[config.mk]
export PLATFORM = sky130hd
export DESIGN_NAME = asram_ctrl
export DESIGN_NICKNAME = d
export VERILOG_FILES = /design/src/asram_pkg.sv /design/src/asram_timer_if.sv /design/src/asram_ctrl.sv /design/src/asram_timer.sv
export VERILOG_INCLUDE_DIRS = /design/src
export SDC_FILE = /design/constraint.sdc
export NUM_CORES = 1
export LEC_CHECK = 0
export BUFFER_PORTS_ARGS = -buffer_cell sky130_fd_sc_hd__clkbuf_2
export CAP_MARGIN = 10
export CORE_UTILIZATION = 32
export CTS_BUF_LIST = sky130_fd_sc_hd__clkbuf_4 sky130_fd_sc_hd__clkbuf_8
export CTS_CLUSTER_DIAMETER = 50
export DETAILED_ROUTE_END_ITERATION = 12
export GPL_ROUTABILITY_DRIVEN = 0
export PLACE_DENSITY = 0.63
export SLEW_MARGIN = 10
export SYNTH_ARGS = -nofsm -noshare
export SYNTH_HDL_FRONTEND = slang
export SYNTH_HIERARCHICAL = 1
export SYNTH_SLANG_ARGS = --single-unit
export TNS_END_PERCENT = 50
[constraint.sdc]
create_clock -name clk -period 2.9 [get_ports clk]
set_input_delay 0.145 -clock clk [delete_from_list [all_inputs] [get_ports clk]]
set_output_delay 0.145 -clock clk [all_outputs]
set_load 0.005 [all_outputs]
[src/asram_params.svh]
// Timing and geometry constants for the asynchronous SRAM host controller.
`ifndef ASRAM_PARAMS_SVH
`define ASRAM_PARAMS_SVH
`define ASRAM_CLK_PERIOD_PS   8000
`define ASRAM_ADDR_W          13
`define ASRAM_DATA_W          8
`define ASRAM_READ_CYCLE_PS   70000
`define ASRAM_ACCESS_PS       70000
`define ASRAM_WRITE_PULSE_PS  35000
`define ASRAM_FLOAT_PS        30000
`define ASRAM_RETENTION_SETUP_PS 0
`define ASRAM_CYC_UP(ps)      (((ps) + `ASRAM_CLK_PERIOD_PS - 1) / `ASRAM_CLK_PERIOD_PS)
`define ASRAM_CNT_W           5
`endif

[src/asram_pkg.sv]
// Types shared by the asynchronous SRAM host controller.
package asram_pkg;
   typedef enum logic [1:0] {
      ASRAM_OP_READ,
      ASRAM_OP_WRITE,
      ASRAM_OP_SLEEP,
      ASRAM_OP_WAKE
   } asram_op_t;
endpackage

[src/asram_timer_if.sv]
// Handshake between the sequencer and its cycle timer.
`timescale 1ns/1ps
interface asram_timer_if;
   logic       load;
   logic [4:0] count;
   logic       done;
   modport seq (output load, output count, input done);
   modport tmr (input load, input count, output done);
endinterface

[src/asram_ctrl.sv]
// Host sequencer that drives an asynchronous 8K x 8 static RAM through its pins.
// Function
// [RULE1] Keep write strobe high throughout every read cycle.
// [RULE2] Address is valid before or when the chip becomes selected.
// [RULE3] Address pins are always driven while the chip is selected.
// [RULE4] Device drives data only when selected, output enabled, strobe high.
// [RULE5] Access and float delays count from last select and first deselect.
// [RULE6] Device keeps equal data stable across back-to-back reads.
// [RULE7] A write happens only while both selects and the strobe are active.
// [RULE8] Write recovery counts from the first edge that ends the write.
// [RULE9] Selecting at or after strobe fall keeps device outputs floating.
// [RULE10] Data driven during a write follows the written data.
// [RULE11] After a write with output enable low, pins show stored data.
// [RULE12] Never drive opposite data onto pins the device is driving.
// [RULE13] Deselect the chip before supply falls toward retention level.
// [RULE14] After retention, wait one read cycle before the next access.
`timescale 1ns/1ps
`include "asram_params.svh"
module asram_ctrl import asram_pkg::*; #(
   parameter int AW = `ASRAM_ADDR_W,
   parameter int DW = `ASRAM_DATA_W
) (
   input  wire logic          clk,
   input  wire logic          rst_n,
   input  wire logic          req_valid,
   input  wire asram_op_t     req_op,
   input  wire logic [AW-1:0] req_addr,
   input  wire logic [DW-1:0] req_wdata,
   output logic               req_ready,
   output logic               rsp_valid,
   output logic [DW-1:0]      rsp_rdata,
   output logic               retention_ok,
   output logic [AW-1:0]      mem_addr,
   output logic               chip_select_n,
   output logic               chip_select_hi,
   output logic               mem_we_n,
   output logic               mem_oe_n,
   output logic [DW-1:0]      mem_dq_out,
   output logic               mem_dq_oe,
   input  wire logic [DW-1:0] mem_dq_in
);
   // Cycle counts round up, so no device minimum is ever shortened by the clock grid.
   localparam logic [4:0] READ_CYC  = 5'(`ASRAM_CYC_UP(`ASRAM_ACCESS_PS) + 2);
   localparam logic [4:0] WP_CYC    = 5'(`ASRAM_CYC_UP(`ASRAM_WRITE_PULSE_PS));
   localparam logic [4:0] FLOAT_CYC = 5'(`ASRAM_CYC_UP(`ASRAM_FLOAT_PS));
   localparam logic [4:0] RC_CYC    = 5'(`ASRAM_CYC_UP(`ASRAM_READ_CYCLE_PS));

   typedef enum logic [2:0] {
      ASRAM_IDLE, ASRAM_SETUP, ASRAM_RD, ASRAM_WR, ASRAM_REC, ASRAM_RET, ASRAM_WAKE
   } asram_st_t;

   asram_st_t       st_q;
   asram_op_t       op_q;
   logic [DW-1:0]   s1_q;
   logic [DW-1:0]   s2_q;
   asram_timer_if   tif ();

   asram_timer u_timer (
      .clk   (clk),
      .rst_n (rst_n),
      .t     (tif)
   );

   // A request is taken only in a state that can serve it; anything else is ignored, not queued.
   logic accept;
   assign accept = (st_q == ASRAM_IDLE || st_q == ASRAM_RET) && req_valid &&
                   (st_q == ASRAM_RET ? req_op == ASRAM_OP_WAKE : req_op != ASRAM_OP_WAKE);

   // Each phase loads the timer once; the read phase carries two extra cycles for the synchroniser.
   always_comb begin
      tif.load  = 1'b0;
      tif.count = 5'h00;
      unique case (st_q)
         ASRAM_IDLE: begin
            tif.load  = accept && (req_op == ASRAM_OP_READ || req_op == ASRAM_OP_WRITE);
            tif.count = 5'h00;
         end
         ASRAM_SETUP: begin
            tif.load  = 1'b1;
            tif.count = (op_q == ASRAM_OP_READ) ? READ_CYC : WP_CYC; // [RULE5]
         end
         ASRAM_RD, ASRAM_WR: begin
            tif.load  = tif.done;
            tif.count = FLOAT_CYC;
         end
         ASRAM_RET: begin
            tif.load  = accept;
            tif.count = RC_CYC; // [RULE14]
         end
         ASRAM_REC, ASRAM_WAKE: begin
            tif.load  = 1'b0;
            tif.count = 5'h00;
         end
      endcase
   end

   // Sequencer: address goes out a cycle before select so it is settled first.
   always_ff @(posedge clk or negedge rst_n) begin
      if (!rst_n) begin
         st_q <= ASRAM_IDLE;
         op_q <= ASRAM_OP_READ;
      end else begin
         unique case (st_q)
            ASRAM_IDLE: if (accept) begin
               op_q <= req_op;
               st_q <= (req_op == ASRAM_OP_SLEEP) ? ASRAM_RET : ASRAM_SETUP; // [RULE13]
            end
            ASRAM_SETUP: st_q <= (op_q == ASRAM_OP_READ) ? ASRAM_RD : ASRAM_WR; // [RULE2]
            ASRAM_RD:    if (tif.done) st_q <= ASRAM_REC;
            ASRAM_WR:    if (tif.done) st_q <= ASRAM_REC;
            ASRAM_REC:   if (tif.done) st_q <= ASRAM_IDLE; // [RULE8]
            ASRAM_RET:   if (accept) st_q <= ASRAM_WAKE;
            ASRAM_WAKE:  if (tif.done) st_q <= ASRAM_IDLE; // [RULE14]
         endcase
      end
   end

   // Pin drive. Select and strobe fall together on writes so the device keeps its outputs off.
   always_ff @(posedge clk or negedge rst_n) begin
      if (!rst_n) begin
         chip_select_n  <= 1'b1;
         chip_select_hi <= 1'b0;
         mem_we_n       <= 1'b1;
         mem_oe_n       <= 1'b1;
         mem_dq_oe      <= 1'b0;
      end else begin
         chip_select_n  <= !(st_q == ASRAM_SETUP || ((st_q == ASRAM_RD || st_q == ASRAM_WR) && !tif.done));
         chip_select_hi <= (st_q == ASRAM_SETUP || ((st_q == ASRAM_RD || st_q == ASRAM_WR) && !tif.done));
         mem_we_n       <= !((st_q == ASRAM_SETUP && op_q == ASRAM_OP_WRITE) ||
                             (st_q == ASRAM_WR && !tif.done)); // [RULE1] [RULE9]
         mem_oe_n       <= !((st_q == ASRAM_SETUP && op_q == ASRAM_OP_READ) ||
                             (st_q == ASRAM_RD && !tif.done)); // [RULE12]
         // Data drive outlasts the strobe by one cycle, which gives the device its data hold.
         mem_dq_oe      <= (st_q == ASRAM_SETUP && op_q == ASRAM_OP_WRITE) || st_q == ASRAM_WR; // [RULE12]
      end
   end

   // Address stays driven at all times, never floating; write data reaches the pins only while mem_dq_oe is high.
   always_ff @(posedge clk or negedge rst_n) begin
      if (!rst_n) begin
         mem_addr   <= '0;
         mem_dq_out <= '0;
      end else if (st_q == ASRAM_IDLE && accept) begin
         mem_addr   <= req_addr; // [RULE3]
         mem_dq_out <= req_wdata;
      end
   end

   // Pin inputs pass two flops; sampling is timed so the second stage holds settled data.
   always_ff @(posedge clk or negedge rst_n) begin
      if (!rst_n) begin
         s1_q <= '0;
         s2_q <= '0;
      end else begin
         s1_q <= mem_dq_in;
         s2_q <= s1_q;
      end
   end

   // Read data is captured on the last select cycle, once the synchroniser holds settled data.
   always_ff @(posedge clk or negedge rst_n) begin
      if (!rst_n) begin
         rsp_valid <= 1'b0;
         rsp_rdata <= '0;
      end else begin
         rsp_valid <= 1'b0;
         if (st_q == ASRAM_RD && tif.done) begin
            rsp_valid <= 1'b1;
            rsp_rdata <= s2_q; // [RULE4] [RULE6]
         end
      end
   end

   // After a read or write, ready returns only after float recovery, so the device has released the data pins first.
   always_ff @(posedge clk or negedge rst_n) begin
      if (!rst_n) begin
         req_ready    <= 1'b0;
         retention_ok <= 1'b0;
      end else begin
         req_ready    <= (st_q == ASRAM_IDLE && !accept) || (st_q == ASRAM_RET && !accept) ||
                         ((st_q == ASRAM_REC || st_q == ASRAM_WAKE) && tif.done);
         retention_ok <= (st_q == ASRAM_RET && !accept) || (st_q == ASRAM_IDLE && accept &&
                         req_op == ASRAM_OP_SLEEP); // [RULE13]
      end
   end

   // Pin checks sample on the controller clock, so edge order inside one cycle is not visible here.
   a_read_we_high: assert property (@(posedge clk) disable iff (!rst_n)
      !mem_oe_n |-> mem_we_n) else $error("Write strobe low during read."); // [RULE1]
   a_addr_before_sel: assert property (@(posedge clk) disable iff (!rst_n)
      $fell(chip_select_n) |-> $stable(mem_addr)) else $error("Address changed at select."); // [RULE2]
   a_addr_held_sel: assert property (@(posedge clk) disable iff (!rst_n)
      !chip_select_n |=> $stable(mem_addr) || chip_select_n) else $error("Address moved while selected."); // [RULE3]
   a_no_contention: assert property (@(posedge clk) disable iff (!rst_n)
      mem_dq_oe |-> mem_oe_n) else $error("Data driven while device outputs on."); // [RULE12]
   a_write_overlap: assert property (@(posedge clk) disable iff (!rst_n)
      !mem_we_n |-> !chip_select_n && chip_select_hi && mem_dq_oe) else $error("Strobe outside select."); // [RULE7]
   a_write_sel_same: assert property (@(posedge clk) disable iff (!rst_n)
      $fell(mem_we_n) |-> $fell(chip_select_n)) else $error("Select before strobe fall."); // [RULE9]
   a_sleep_desel: assert property (@(posedge clk) disable iff (!rst_n)
      retention_ok |-> chip_select_n && !chip_select_hi) else $error("Retention while selected."); // [RULE13]
   a_wake_wait: assert property (@(posedge clk) disable iff (!rst_n)
      st_q == ASRAM_RET && accept |=> !req_ready [*8]) else $error("Access too soon after retention."); // [RULE14]
   a_read_len: assert property (@(posedge clk) disable iff (!rst_n)
      $fell(mem_oe_n) |-> !mem_oe_n [*8]) else $error("Read strobe too short."); // [RULE5]
   // Recovery, hold and retention checks; the strobe never outlives either select here.
   a_sel_pair: assert property (@(posedge clk) disable iff (!rst_n)
      chip_select_n == !chip_select_hi) else $error("Selects out of step."); // [RULE2]
   a_rec_gap: assert property (@(posedge clk) disable iff (!rst_n)
      $rose(chip_select_n) |-> chip_select_n [*4]) else $error("Select back before recovery."); // [RULE8]
   a_data_hold: assert property (@(posedge clk) disable iff (!rst_n)
      $rose(mem_we_n) |-> mem_dq_oe) else $error("Write data dropped with strobe."); // [RULE8]
   a_we_data_on: assert property (@(posedge clk) disable iff (!rst_n)
      $fell(mem_we_n) |-> mem_dq_oe && mem_oe_n) else $error("Strobe without data drive."); // [RULE12]
   a_read_addr_hold: assert property (@(posedge clk) disable iff (!rst_n)
      !mem_oe_n |-> $stable(mem_addr)) else $error("Address moved during read."); // [RULE3]
   a_ret_pins_idle: assert property (@(posedge clk) disable iff (!rst_n)
      st_q == ASRAM_RET |-> chip_select_n && mem_we_n) else $error("Pins active in retention."); // [RULE13]
   a_wake_no_sel: assert property (@(posedge clk) disable iff (!rst_n)
      st_q == ASRAM_WAKE |-> chip_select_n) else $error("Select during wake wait."); // [RULE14]
   a_ready_desel: assert property (@(posedge clk) disable iff (!rst_n)
      req_ready |-> chip_select_n && mem_we_n) else $error("Ready while chip selected."); // [RULE14]
endmodule

[src/asram_timer.sv]
// Down counter that times each phase of a memory cycle.
`timescale 1ns/1ps
module asram_timer (
   input wire logic clk,
   input wire logic rst_n,
   asram_timer_if.tmr t
);
   logic [4:0] cnt_q;

   always_ff @(posedge clk or negedge rst_n) begin
      if (!rst_n) begin
         cnt_q <= 5'h00;
      end else if (t.load) begin
         cnt_q <= t.count;
      end else if (cnt_q != 5'h00) begin
         cnt_q <= cnt_q - 5'h01;
      end
   end

   // Done looks only at the count, so a sequencer that reloads on done forms no combinational loop.
   assign t.done = (cnt_q == 5'h00);
endmodule

Word level (Yosys, flattened, before mapping)
Cells that the tools add are included.

Flip-flop bits (word level): 63. Word-level logic and storage cells: 87. Input bits: 34. Output and inout bits: 37.

Equality and inequality tests: 15. Muxes and demuxes: 14. Reductions and logical operators: 41. Add/sub/neg operators: 1.

Operators with widths (number): 5-bit one-hot mux with 4 select lines (1); 3-bit 2-to-1 mux (5); 3-bit one-hot mux with 5 select lines (1); 1-bit logical AND (14); 1-bit logical OR (11); 5-bit 2-to-1 mux (2); 3-bit == test (second input constant) (3); 3-bit by 2-bit == test with 1-bit output (second input constant) (2); 2-bit inequality test (second input constant) (3); 1-bit zero test (5); 5-bit zero test (1); 1-bit one-hot mux with 5 select lines (1); 5-bit nonzero test (1); 5-bit by 1-bit subtractor with 5-bit output (second input constant) (1); 2-bit by 1-bit == test with 1-bit output (second input constant) (2); 2-bit == test (second input constant) (2); 2-bit zero test (2); 4-bit 2-to-1 mux (1); 2-bit by 1-bit inequality test with 1-bit output (second input constant) (2); 4-bit AND reduction (1); 2-bit OR reduction (2); 3-bit by 1-bit == test with 1-bit output (second input constant) (1); 3-bit zero test (1); 1-bit 2-to-1 mux (3); 3 further kinds (3).

Longest topological paths before layout
Gate-level depths: netlist (run 1).

Depth in word-level cells: 8. Gate-level depth with buffers: 8. Gate-level depth less buffers: 7.

Modules after synthesis
Netlist (run 1), hierarchy kept.

Modules (own cells, without submodules): asram_ctrl (cells an instance 150, instances 1, area an instance 2253.4 um^2); asram_timer (cells an instance 27, instances 1, area an instance 279.0 um^2).

Worst setup path after synthesis (run 1)
Ideal clock, no wire load.

Path type: register to register. Start point: reg u_timer.cnt_q[0]. End point: reg rsp_rdata[0]. Arrival time: 1.934 ns. Setup slack: 0.841 ns. Required time: 2.775 ns. Library setup time: 0.125 ns. Cell stages (with the launch flop): 7. Path buffers: 0. Cell sequence: dfrtp_1 inv_1 ha_1 nor4b_4 nand2_1 nor3_2 mux2_2.

Longest elaborated chain between the ends: 2.

Ends and longest elaborated chain: start, declared (RTL line asram_timer.sv:8) `logic [4:0] cnt_q;`; start signal, assigned (RTL line asram_timer.sv:14) `cnt_q <= t.count;`; start signal, assigned (RTL line asram_timer.sv:16) `cnt_q <= cnt_q - 5'h01;`; 5-bit zero test (RTL line asram_timer.sv:21) `assign t.done = (cnt_q == 5'h00);`; named net tif.done (RTL line asram_timer_if.sv:6) `logic done;`; 1-bit logical AND (RTL line asram_ctrl.sv:167) `if (st_q == ASRAM_RD && tif.done) begin`; end signal, assigned (RTL line asram_ctrl.sv:169) `rsp_rdata <= s2_q;`; end, declared (RTL line asram_ctrl.sv:31) `output logic [DW-1:0] rsp_rdata,`.

The timed path passes the listed nets, and every way through them passes these cells. A chain may end at the register's enable or synchronous reset.

Worst setup path in the final report (run 1)
Same ends and word-level chain as after synthesis.

==> results.txt, run 1 <==
----------------------------------------------------
[GRT]
  Total grt overflow ... 0
  First-pass GRT wire length ... 8360 um
  Initial antenna violation count ... 0
  Total global-route track usage ... 13.0%
  Largest net degree at the start of global routing ... 24
  Via count of the first global-routing pass ... 1,662

[STA]
  Max_slew headroom ... 55.3%
  Max-slew violation count ... 0
  RSZ-0062 raised after global routing ... no
  Post-layout min period ... 2260 ps
  Worst clock skew on the final layout ... 7.88 ps
  Setup Total Neg Slack ... 0 ps
  Setup violations, final ... 0
  Hold Violations, Final ... 0
  Peak Freq ... 443 MHz
  Share of the clock period used by the worst path after layout ... 77.8%
  Tightest Pin Transition ... 667 ps

[Die]
  Core region area ... 7690 um^2
  Number of placement rows ... 32
  I/O pins ... 71
  Floorplan die area ... 8270 um^2
  DIE HEIGHT ... 91.0 um
  Overall die width ... 91.0 um
  Starting density of the core ... 32.9%

[Worst setup path]
  Data arrival time of the critical path ... 2470 ps
  Startpoint class of the critical path ... register
  Max stage delay on crit path ... 550 ps
  Cell Chain, Critical Path ... inv_1, ha_1, nor4b_4, buf_4, nand2_1, nor3_2, mux2_2
  Launch point of the worst reg-to-reg path ... u_timer/cnt_q[0]
  Largest delay contributor family on the critical path ... simple AND/OR/NAND/NOR gates
  Buffers & Inverters on Critical Path ... 2
  Cell at the slowest stage of the critical path ... nor3_2
  Endpoint kind of the worst setup timing path ... register
  Origin of the worst setup path ... u_timer/cnt_q[0]
  CP Data Required Time ... 3110 ps
  Critical path class ... reg -> reg
  Max Fanout on Critical Path ... 9

[Final layout]
  Syn-to-layout area delta ... 30.8%
  Number of antenna diodes ... 0
  Utilization of the core after routing ... 43.1%
  Highest-count cells in the layout ignoring fill and taps ... 69 x clkbuf_2, 60 x dfrtp_1, 20 x mux2_4, 11 x mux2_2
  Commonest non-fill, non-tap cell in the layout ... clkbuf_2
  Final cell area excluding filler cells ... 3310 um^2
  Number of fill cells in the layout ... 743
  Number of nets in the layout ... 299
  Post-Layout Cell Count ... 371
  Share of post-route cells with drive strength above 1 ... 48.7%

[Power and ir drop]
  Post-route total power ... 0.00352 W
  Leakage power total ... 1.63 nW
  Total power per unit cell area ... 1060 nW/um^2
  Peak ir drop on the vdd network ... 461 uV

[Synthesis]
  Synthesized flop and latch total ... 63
  Seq/Total Area, Yosys ... 62.4%
  Number of instances in the synthesized netlist ... 177
  Number of distinct library cell variants in the gate-level netlist after synthesis ... 42
  Net Count, Synth ... 212
  Async SR Flop Fraction ... 100%
  Per-instance average area after synthesis ... 14.3 um^2
  Number of flops mapped to enable cells by yosys ... 0
  Most used DFF post-synth ... dfrtp_1
  Post-synthesis instance area ... 2530 um^2
  Synthesis Warnings ... 6

[Routing]
  Number of vias per cell after detailed routing ... 4.41
  DRC viols ... 0
  Antenna Nets Post-Route ... 0
  Violation count after the first detailed-routing iteration ... 39
  Via count of the routed design ... 1,636
  Routed WL ... 4770 um
  Routed len/inst ... 12.9 um
  Number of iterations in the first detailed-routing pass ... 4

[Clock network]
  Level count of the clock H-tree ... 3
  Worst-case clock buffer depth ... 2
  Cell at the root of the clock tree ... clkbuf_8
  Number of sinks on the clock net ... 63
  Clock insertion delay at the later pin of the skew report ... 330 ps
  Hold bufs inserted after CTS ... 9
  CTS tree ... done
  Total CTS buffers ... 9
  Post-CTS setup buffers ... 0
  Clock slew seen by the registers of the worst setup and hold paths ... 80 ps
  Resized Gates After CTS ... 0

[Run status]
  Status ... completed

[Place]
  Placed inst area ... 3000 um^2
  Count of buffers inserted at the top-level ports ... 70
  Count of placed standard cells including taps ... 346
  Dpl hpwl ... 3290 um

[Worst hold path]
  Critical hold path startpoint ... req_wdata[0]
  Type of the worst min-delay path ... in -> reg

[Flow run]
  Number of max-cap violations ... 0

----------------------------------------------------
==> cell usage after synthesis (2+ instances only) <==
library cell,instances,area [um^2]
nand2b_1,3,18.8
nor2_1,8,30.0
a21oi_1,3,15.0
nand3_1,3,15.0
dfstp_2,3,78.8
clkinv_1,2,7.51
xnor2_1,3,26.3
mux2_4,20,300
o21ai_0,5,25.0
a21o_1,2,15.0
nor3_1,3,15.0
buf_6,2,22.5
nand4_1,2,12.5
inv_1,4,15.0
clkbuf_1,4,15.0
dfrtp_1,60,1500
mux2_2,11,124
o31ai_1,3,22.5
nand2_1,9,33.8
nor2b_1,4,25.0
a31oi_1,2,12.5
==> per-stage QoR <==
step | hold WS (ps) | worst slack, ps
3_3_place_gp | 164 | 707
3_5_place_dp | 161 | 615
2_1_floorplan | -151 | 841
4_1_cts | 24.3 | 597
5_1_grt | 27.6 | 412
6_report | 41.0 | 644
==> flip-flops by register name (all words and copies together), names as in the netlist <==
| name | flops |
|---|---|
| mem_oe_n | 1 |
| chip_select_n | 1 |
| s2_q | 8 |
| op_q | 2 |
| s1_q | 8 |
| rsp_rdata | 8 |
| rsp_valid | 1 |
| chip_select_hi | 1 |
| mem_addr | 13 |
| retention_ok | 1 |
| mem_dq_out | 8 |
| mem_we_n | 1 |
| mem_dq_oe | 1 |
| st_q | 3 |
| u_timer/cnt_q | 5 |
| req_ready | 1 |
==> worst paths after layout <==
path | end | slack, ps | cells past startpoint
max in group asynchronous | u_timer/cnt_q[2] | 1900 | 3
setup reg to reg | rsp_rdata[0] | 640 | 7
setup / recovery | rsp_rdata[0] | 640 | 7
hold reg to reg | s2_q[1] | 350 | 0
min in group asynchronous | st_q[1] | 330 | 2
hold / removal | mem_dq_out[0] | 40 | 2
==> power by group <==
part	internal [W]	switching, W	leakage, nW
combinational	0.000703	0.000494	0.757
clock	0.000499	0.000350	0.110
sequential	0.00121	0.000258	0.760
total	0.00242	0.00110	1.63
==> layer usage <==
layer  track usage [%]  part of all wire (%)  vias up  wire (um)
met5                 0                     0        -          0
met4              4.37                  0.96        0         46
met3              4.02                   5.3        6        253
met2              19.0                    44       52       2110
met1              18.3                    49      785       2360
li1                  -                     -      793          -
==> worst reg2reg max path, cell delays in order, from the launching register on <==
cell	delay (ps)
dfrtp_1	380
inv_1	90
ha_1	220
nor4b_4	210
buf_4	200
nand2_1	100
nor3_2	550
mux2_2	410
==> layout make-up <==
| class | count | area [um^2] | area share, % |
|---|---|---|---|
| clock buffers | 10 | 131 | 3.97 |
| flip-flops and latches | 63 | 1580 | 47.7 |
| clock inverters | 6 | 93.8 | 2.83 |
| well taps | 102 | 128 | 3.85 |
| repair buffers | 83 | 470 | 14.2 |
| multi-input cells | 101 | 887 | 26.8 |
| inverters | 6 | 22.5 | 0.680 |
==> kinds of logic after synthesis <==
group           after synthesis  synth area share, %
compound gates               24                 6.57
xor+xnor                      4                 1.38
fa+ha+maj                     2                0.889
buf+inv                      13                 2.57
flops                        63                 62.4
mux                          31                 16.7
other cells                   1                0.148
simple gates                 39                 9.29
(Power assumes the default switching activity.)
==> run 2, diff against run 1 <==
--- a/config.mk
+++ b/config.mk
@@ -6,6 +6,7 @@
 export SDC_FILE = /design/constraint.sdc
 export NUM_CORES = 1
 export LEC_CHECK = 0
+export ABC_AREA = 1
 export BUFFER_PORTS_ARGS = -buffer_cell sky130_fd_sc_hd__clkbuf_2
 export CAP_MARGIN = 10
 export CORE_UTILIZATION = 32
@@ -13,7 +14,7 @@
 export CTS_CLUSTER_DIAMETER = 50
 export DETAILED_ROUTE_END_ITERATION = 12
 export GPL_ROUTABILITY_DRIVEN = 0
-export PLACE_DENSITY = 0.63
+export PLACE_DENSITY = 0.65
 export SLEW_MARGIN = 10
 export SYNTH_ARGS = -nofsm -noshare
 export SYNTH_HDL_FRONTEND = slang
==> constraint.sdc (replaced) <==
create_clock -name clk -period 1.82 [get_ports clk]
set_input_delay 0.091 -clock clk [delete_from_list [all_inputs] [get_ports clk]]
set_output_delay 0.091 -clock clk [all_outputs]
set_load 0.005 [all_outputs]
==> results.txt, run 2 <==
----------------------------------------------------
[Worst setup path]
  CP Data Required Time ... 2050 ps (-1060 ps)
  Cell depth of the worst flop-to-flop path ... 11 (+4)
  Max Fanout on Critical Path ... 7 (-2)
  Startpoint class of the critical path ... register
  Launch point of the worst reg-to-reg path ... st_q[0]
  Origin of the worst setup path ... st_q[0]
  Critical path class ... reg -> reg
  Endpoint kind of the worst setup timing path ... register
  Data arrival time of the critical path ... 1950 ps (-520 ps)

[Die]
  I/O pins ... 71 (unchanged)
  Core region area ... 7770 um^2 (+1.0%)
  Overall die width ... 91.7 um (+0.77%)
  Number of placement rows ... 32 (unchanged)
  DIE HEIGHT ... 91.7 um (+0.77%)
  Floorplan die area ... 8400 um^2 (+1.5%)
  Starting density of the core ... 33.1% (+0.18 points)

[Final layout]
  Final cell area excluding filler cells ... 3600 um^2 (+8.6%)
  Number of fill cells in the layout ... 765 (+3.0%)
  Highest-count cells in the layout ignoring fill and taps ... 100 x nand2_1, 69 x clkbuf_2, 59 x dfrtp_1, 29 x dlygate4sd3_1, 28 x nand3_1
  Footprint of the multi-input gates ... 862 um^2 (-2.8%)
  Max FFs per register ... 13 (unchanged)
  Post-Layout Cell Count ... 485 (+31%)
  Share of post-route cells with drive strength above 1 ... 31.9% (-17 points)
  Number of antenna diodes ... 0 (unchanged)
  Utilization of the core after routing ... 46.3% (+3.2 points)
  Register name with the most flops ... mem_addr
  Syn-to-layout area delta ... 39.9%
  Number of nets in the layout ... 413 (+38%)
  Commonest non-fill, non-tap cell in the layout ... nand2_1
  Area taken by flip-flops and latches ... 1580 um^2 (about the same)

[STA]
  Worst clock skew on the final layout ... 8.26 ps (+0.381 ps)
  Peak Freq ... 583 MHz (+32%)
  Max_slew headroom ... 65.6% (+10 points)
  Share of the clock period used by the worst path after layout ... 94.2% (+16 points)
  Max-slew violation count ... 0 (unchanged)
  Hold Violations, Final ... 0 (unchanged)
  Setup Total Neg Slack ... 0 ps (unchanged)
  Post-layout min period ... 1710 ps (-542 ps)
  Tightest Pin Transition ... 516 ps (-151 ps)
  RSZ-0062 raised after global routing ... yes
  Setup violations, final ... 0 (unchanged)

[Run status]
  Status ... completed

[Clock network]
  Clock slew seen by the registers of the worst setup and hold paths ... 70 ps (about the same)
  Worst-case clock buffer depth ... 2 (unchanged)
  Total CTS buffers ... 9 (unchanged)
  CTS tree ... done
  Post-CTS setup buffers ... 0 (unchanged)
  Clock insertion delay at the later pin of the skew report ... 340 ps (about the same)
  Cell at the root of the clock tree ... clkbuf_8
  Level count of the clock H-tree ... 3 (unchanged)
  Number of sinks on the clock net ... 63 (unchanged)

[Routing]
  Number of iterations in the first detailed-routing pass ... 4 (unchanged)
  Number of vias per cell after detailed routing ... 4.48 (+1.7%)
  Violation count after the first detailed-routing iteration ... 153 (+290%)
  DRC viols ... 0 (unchanged)
  Routed len/inst ... 12.1 um (-6.1%)
  Antenna Nets Post-Route ... 0 (unchanged)
  Via count of the routed design ... 2,175 (+33%)
  Routed WL ... 5860 um (+23%)

[GRT]
  Largest net degree at the start of global routing ... 44 (+83%)
  First-pass GRT wire length ... 10,000 um (+20%)
  Total grt overflow ... 0 (unchanged)
  Total global-route track usage ... 15.4% (+2.5 points)
  Initial antenna violation count ... 0 (unchanged)
  Via count of the first global-routing pass ... 2,209 (+33%)

[Synthesis]
  Parity-gate share of the synthesized area counting xor and xnor cells ... 0.340% (-1.0 points)
  Async SR Flop Fraction ... 100% (unchanged)
  Post-synthesis mux area share ... 0% (-17 points)
  Cells taking the most area after synthesis ... dfrtp_1 58%, nand2_1 15%, nand3_1 5.4%
  Area share of the largest cell type after synthesis ... 58.4% (-0.92 points)
  Fraction of the mapped netlist area in compound gates ... 4.77% (-1.8 points)
  Most used DFF post-synth ... dfrtp_1
  Most instantiated cells after synthesis ... 100 x nand2_1, 60 x dfrtp_1, 28 x nand3_1
  Adder and majority cell fraction of the synthesized area ... 0.486% (-0.40 points)
  Simple-gate share of the synthesized area ... 27.3% (+18 points)
  Post-synthesis instance area ... 2570 um^2 (+1.6%)
  Synthesis Warnings ... 6 (unchanged)
  Synthesized flop and latch total ... 63 (unchanged)
  Seq/Total Area, Yosys ... 61.4% (-0.97 points)
  Number of flops mapped to enable cells by yosys ... 0 (unchanged)
  Cell accounting for the most synthesized area ... dfrtp_1
  Number of instances in the synthesized netlist ... 266 (+50%)
  Dominant cell by count in the synthesized netlist ... nand2_1
  Dominant combinational cell family by area after synthesis ... simple AND/OR/NAND/NOR gates
  Per-instance average area after synthesis ... 9.67 um^2 (-32%)
  Number of distinct library cell variants in the gate-level netlist after synthesis ... 34 (-19%)
  Net Count, Synth ... 301 (+42%)

[Place]
  Count of buffers inserted at the top-level ports ... 70 (unchanged)
  Dpl hpwl ... 3790 um (+15%)
  Count of placed standard cells including taps ... 440 (+27%)
  Placed inst area ... 3070 um^2 (+2.5%)

[Power and ir drop]
  Leakage power total ... 1.91 nW (+17%)
  Total power per unit cell area ... 1620 nW/um^2 (+53%)
  Peak ir drop on the vdd network ... 724 uV (+57%)

[Worst hold path]
  Hold path cells ... 3 (+1)
  Critical hold path startpoint ... req_addr[7]
  Type of the worst min-delay path ... in -> reg

[Flow run]
  Number of max-cap violations ... 0 (unchanged)

----------------------------------------------------
-- run 2: final cells by class --
| class | instances | share of cell area [%] |
|---|---|---|
| timing repair buffer | 109 | 20.3 |
| sequential | 63 | 43.9 |
| clock inverter | 7 | 2.68 |
| inverter | 20 | 2.12 |
| tap | 102 | 3.55 |
| multi-input combinational | 175 | 23.9 |
| clock buffer | 9 | 3.44 |
-- run 2: what timing repair did --
item	in CTS	in global routing
resized for setup	2	3
hold buffers	29	0
hold endpoints to repair	48	0
endpoints found under the setup margin	4	30
-- run 2: metrics by stage --
| step | hold slack [ps] | power, W | setup slack (ps) |
|---|---|---|---|
| after global routing | 26.7 | 0.00631 | -35.0 |
| after CTS | 0.0317 | 0.00585 | 51.9 |
| after global placement | 94.2 | 0.00437 | 14.8 |
| after floorplan | -205 | 0.00363 | 164 |
| final | 24.6 | 0.00583 | 105 |
| after detailed placement | 95.4 | 0.00441 | -20.7 |
-- run 2: cells by family (layout without fill, tap and decap cells) --
kind of cell | after synthesis | in the layout
other | 1 | 1
buffers and inverters | 28 | 145
AOI/OAI and AO/OA | 21 | 21
and+or+nand+nor | 151 | 151
adders and majority gates | 1 | 1
DFF | 63 | 63
xor gates and xnor gates | 1 | 1
-- run 2: metal layers --
metal,vias to the layer above,share of wire (%),global-route usage [%]
li1,1069,-,-
met1,1019,42,17.5
met2,75,51,26.8
met3,12,5.4,5.56
met4,0,1.1,5.42
met5,-,0,0
-- run 2: worst max-delay path, cell delays in order (launching register included) --
cell and delay [ps]:
dfrtp_1 500, clkinv_2 120, nand2_2 110, nand2_2 100
nand3_1 130, o21ai_1 80, nand2_1 90, o21ai_2 110
inv_2 100, nand4_2 120, nand2_1 90, o21ai_1 60
-- run 2: final timing paths --
kind | to | slack [ps]
worst max-delay path | u_timer/cnt_q[0] | 110
worst min-delay path | mem_addr[7] | 20
worst max register to register | u_timer/cnt_q[0] | 110
worst min register to register | s2_q[1] | 350
max in group asynchronous | mem_we_n | 910
min in group asynchronous | u_timer/cnt_q[1] | 250
-- run 2: where the power goes --
part           switching [W]  leakage, nW  internal [W]
Sequential          0.000307        0.778       0.00190
Clock               0.000573        0.102      0.000772
Combinational        0.00134         1.03      0.000945
Total                0.00222         1.91       0.00362
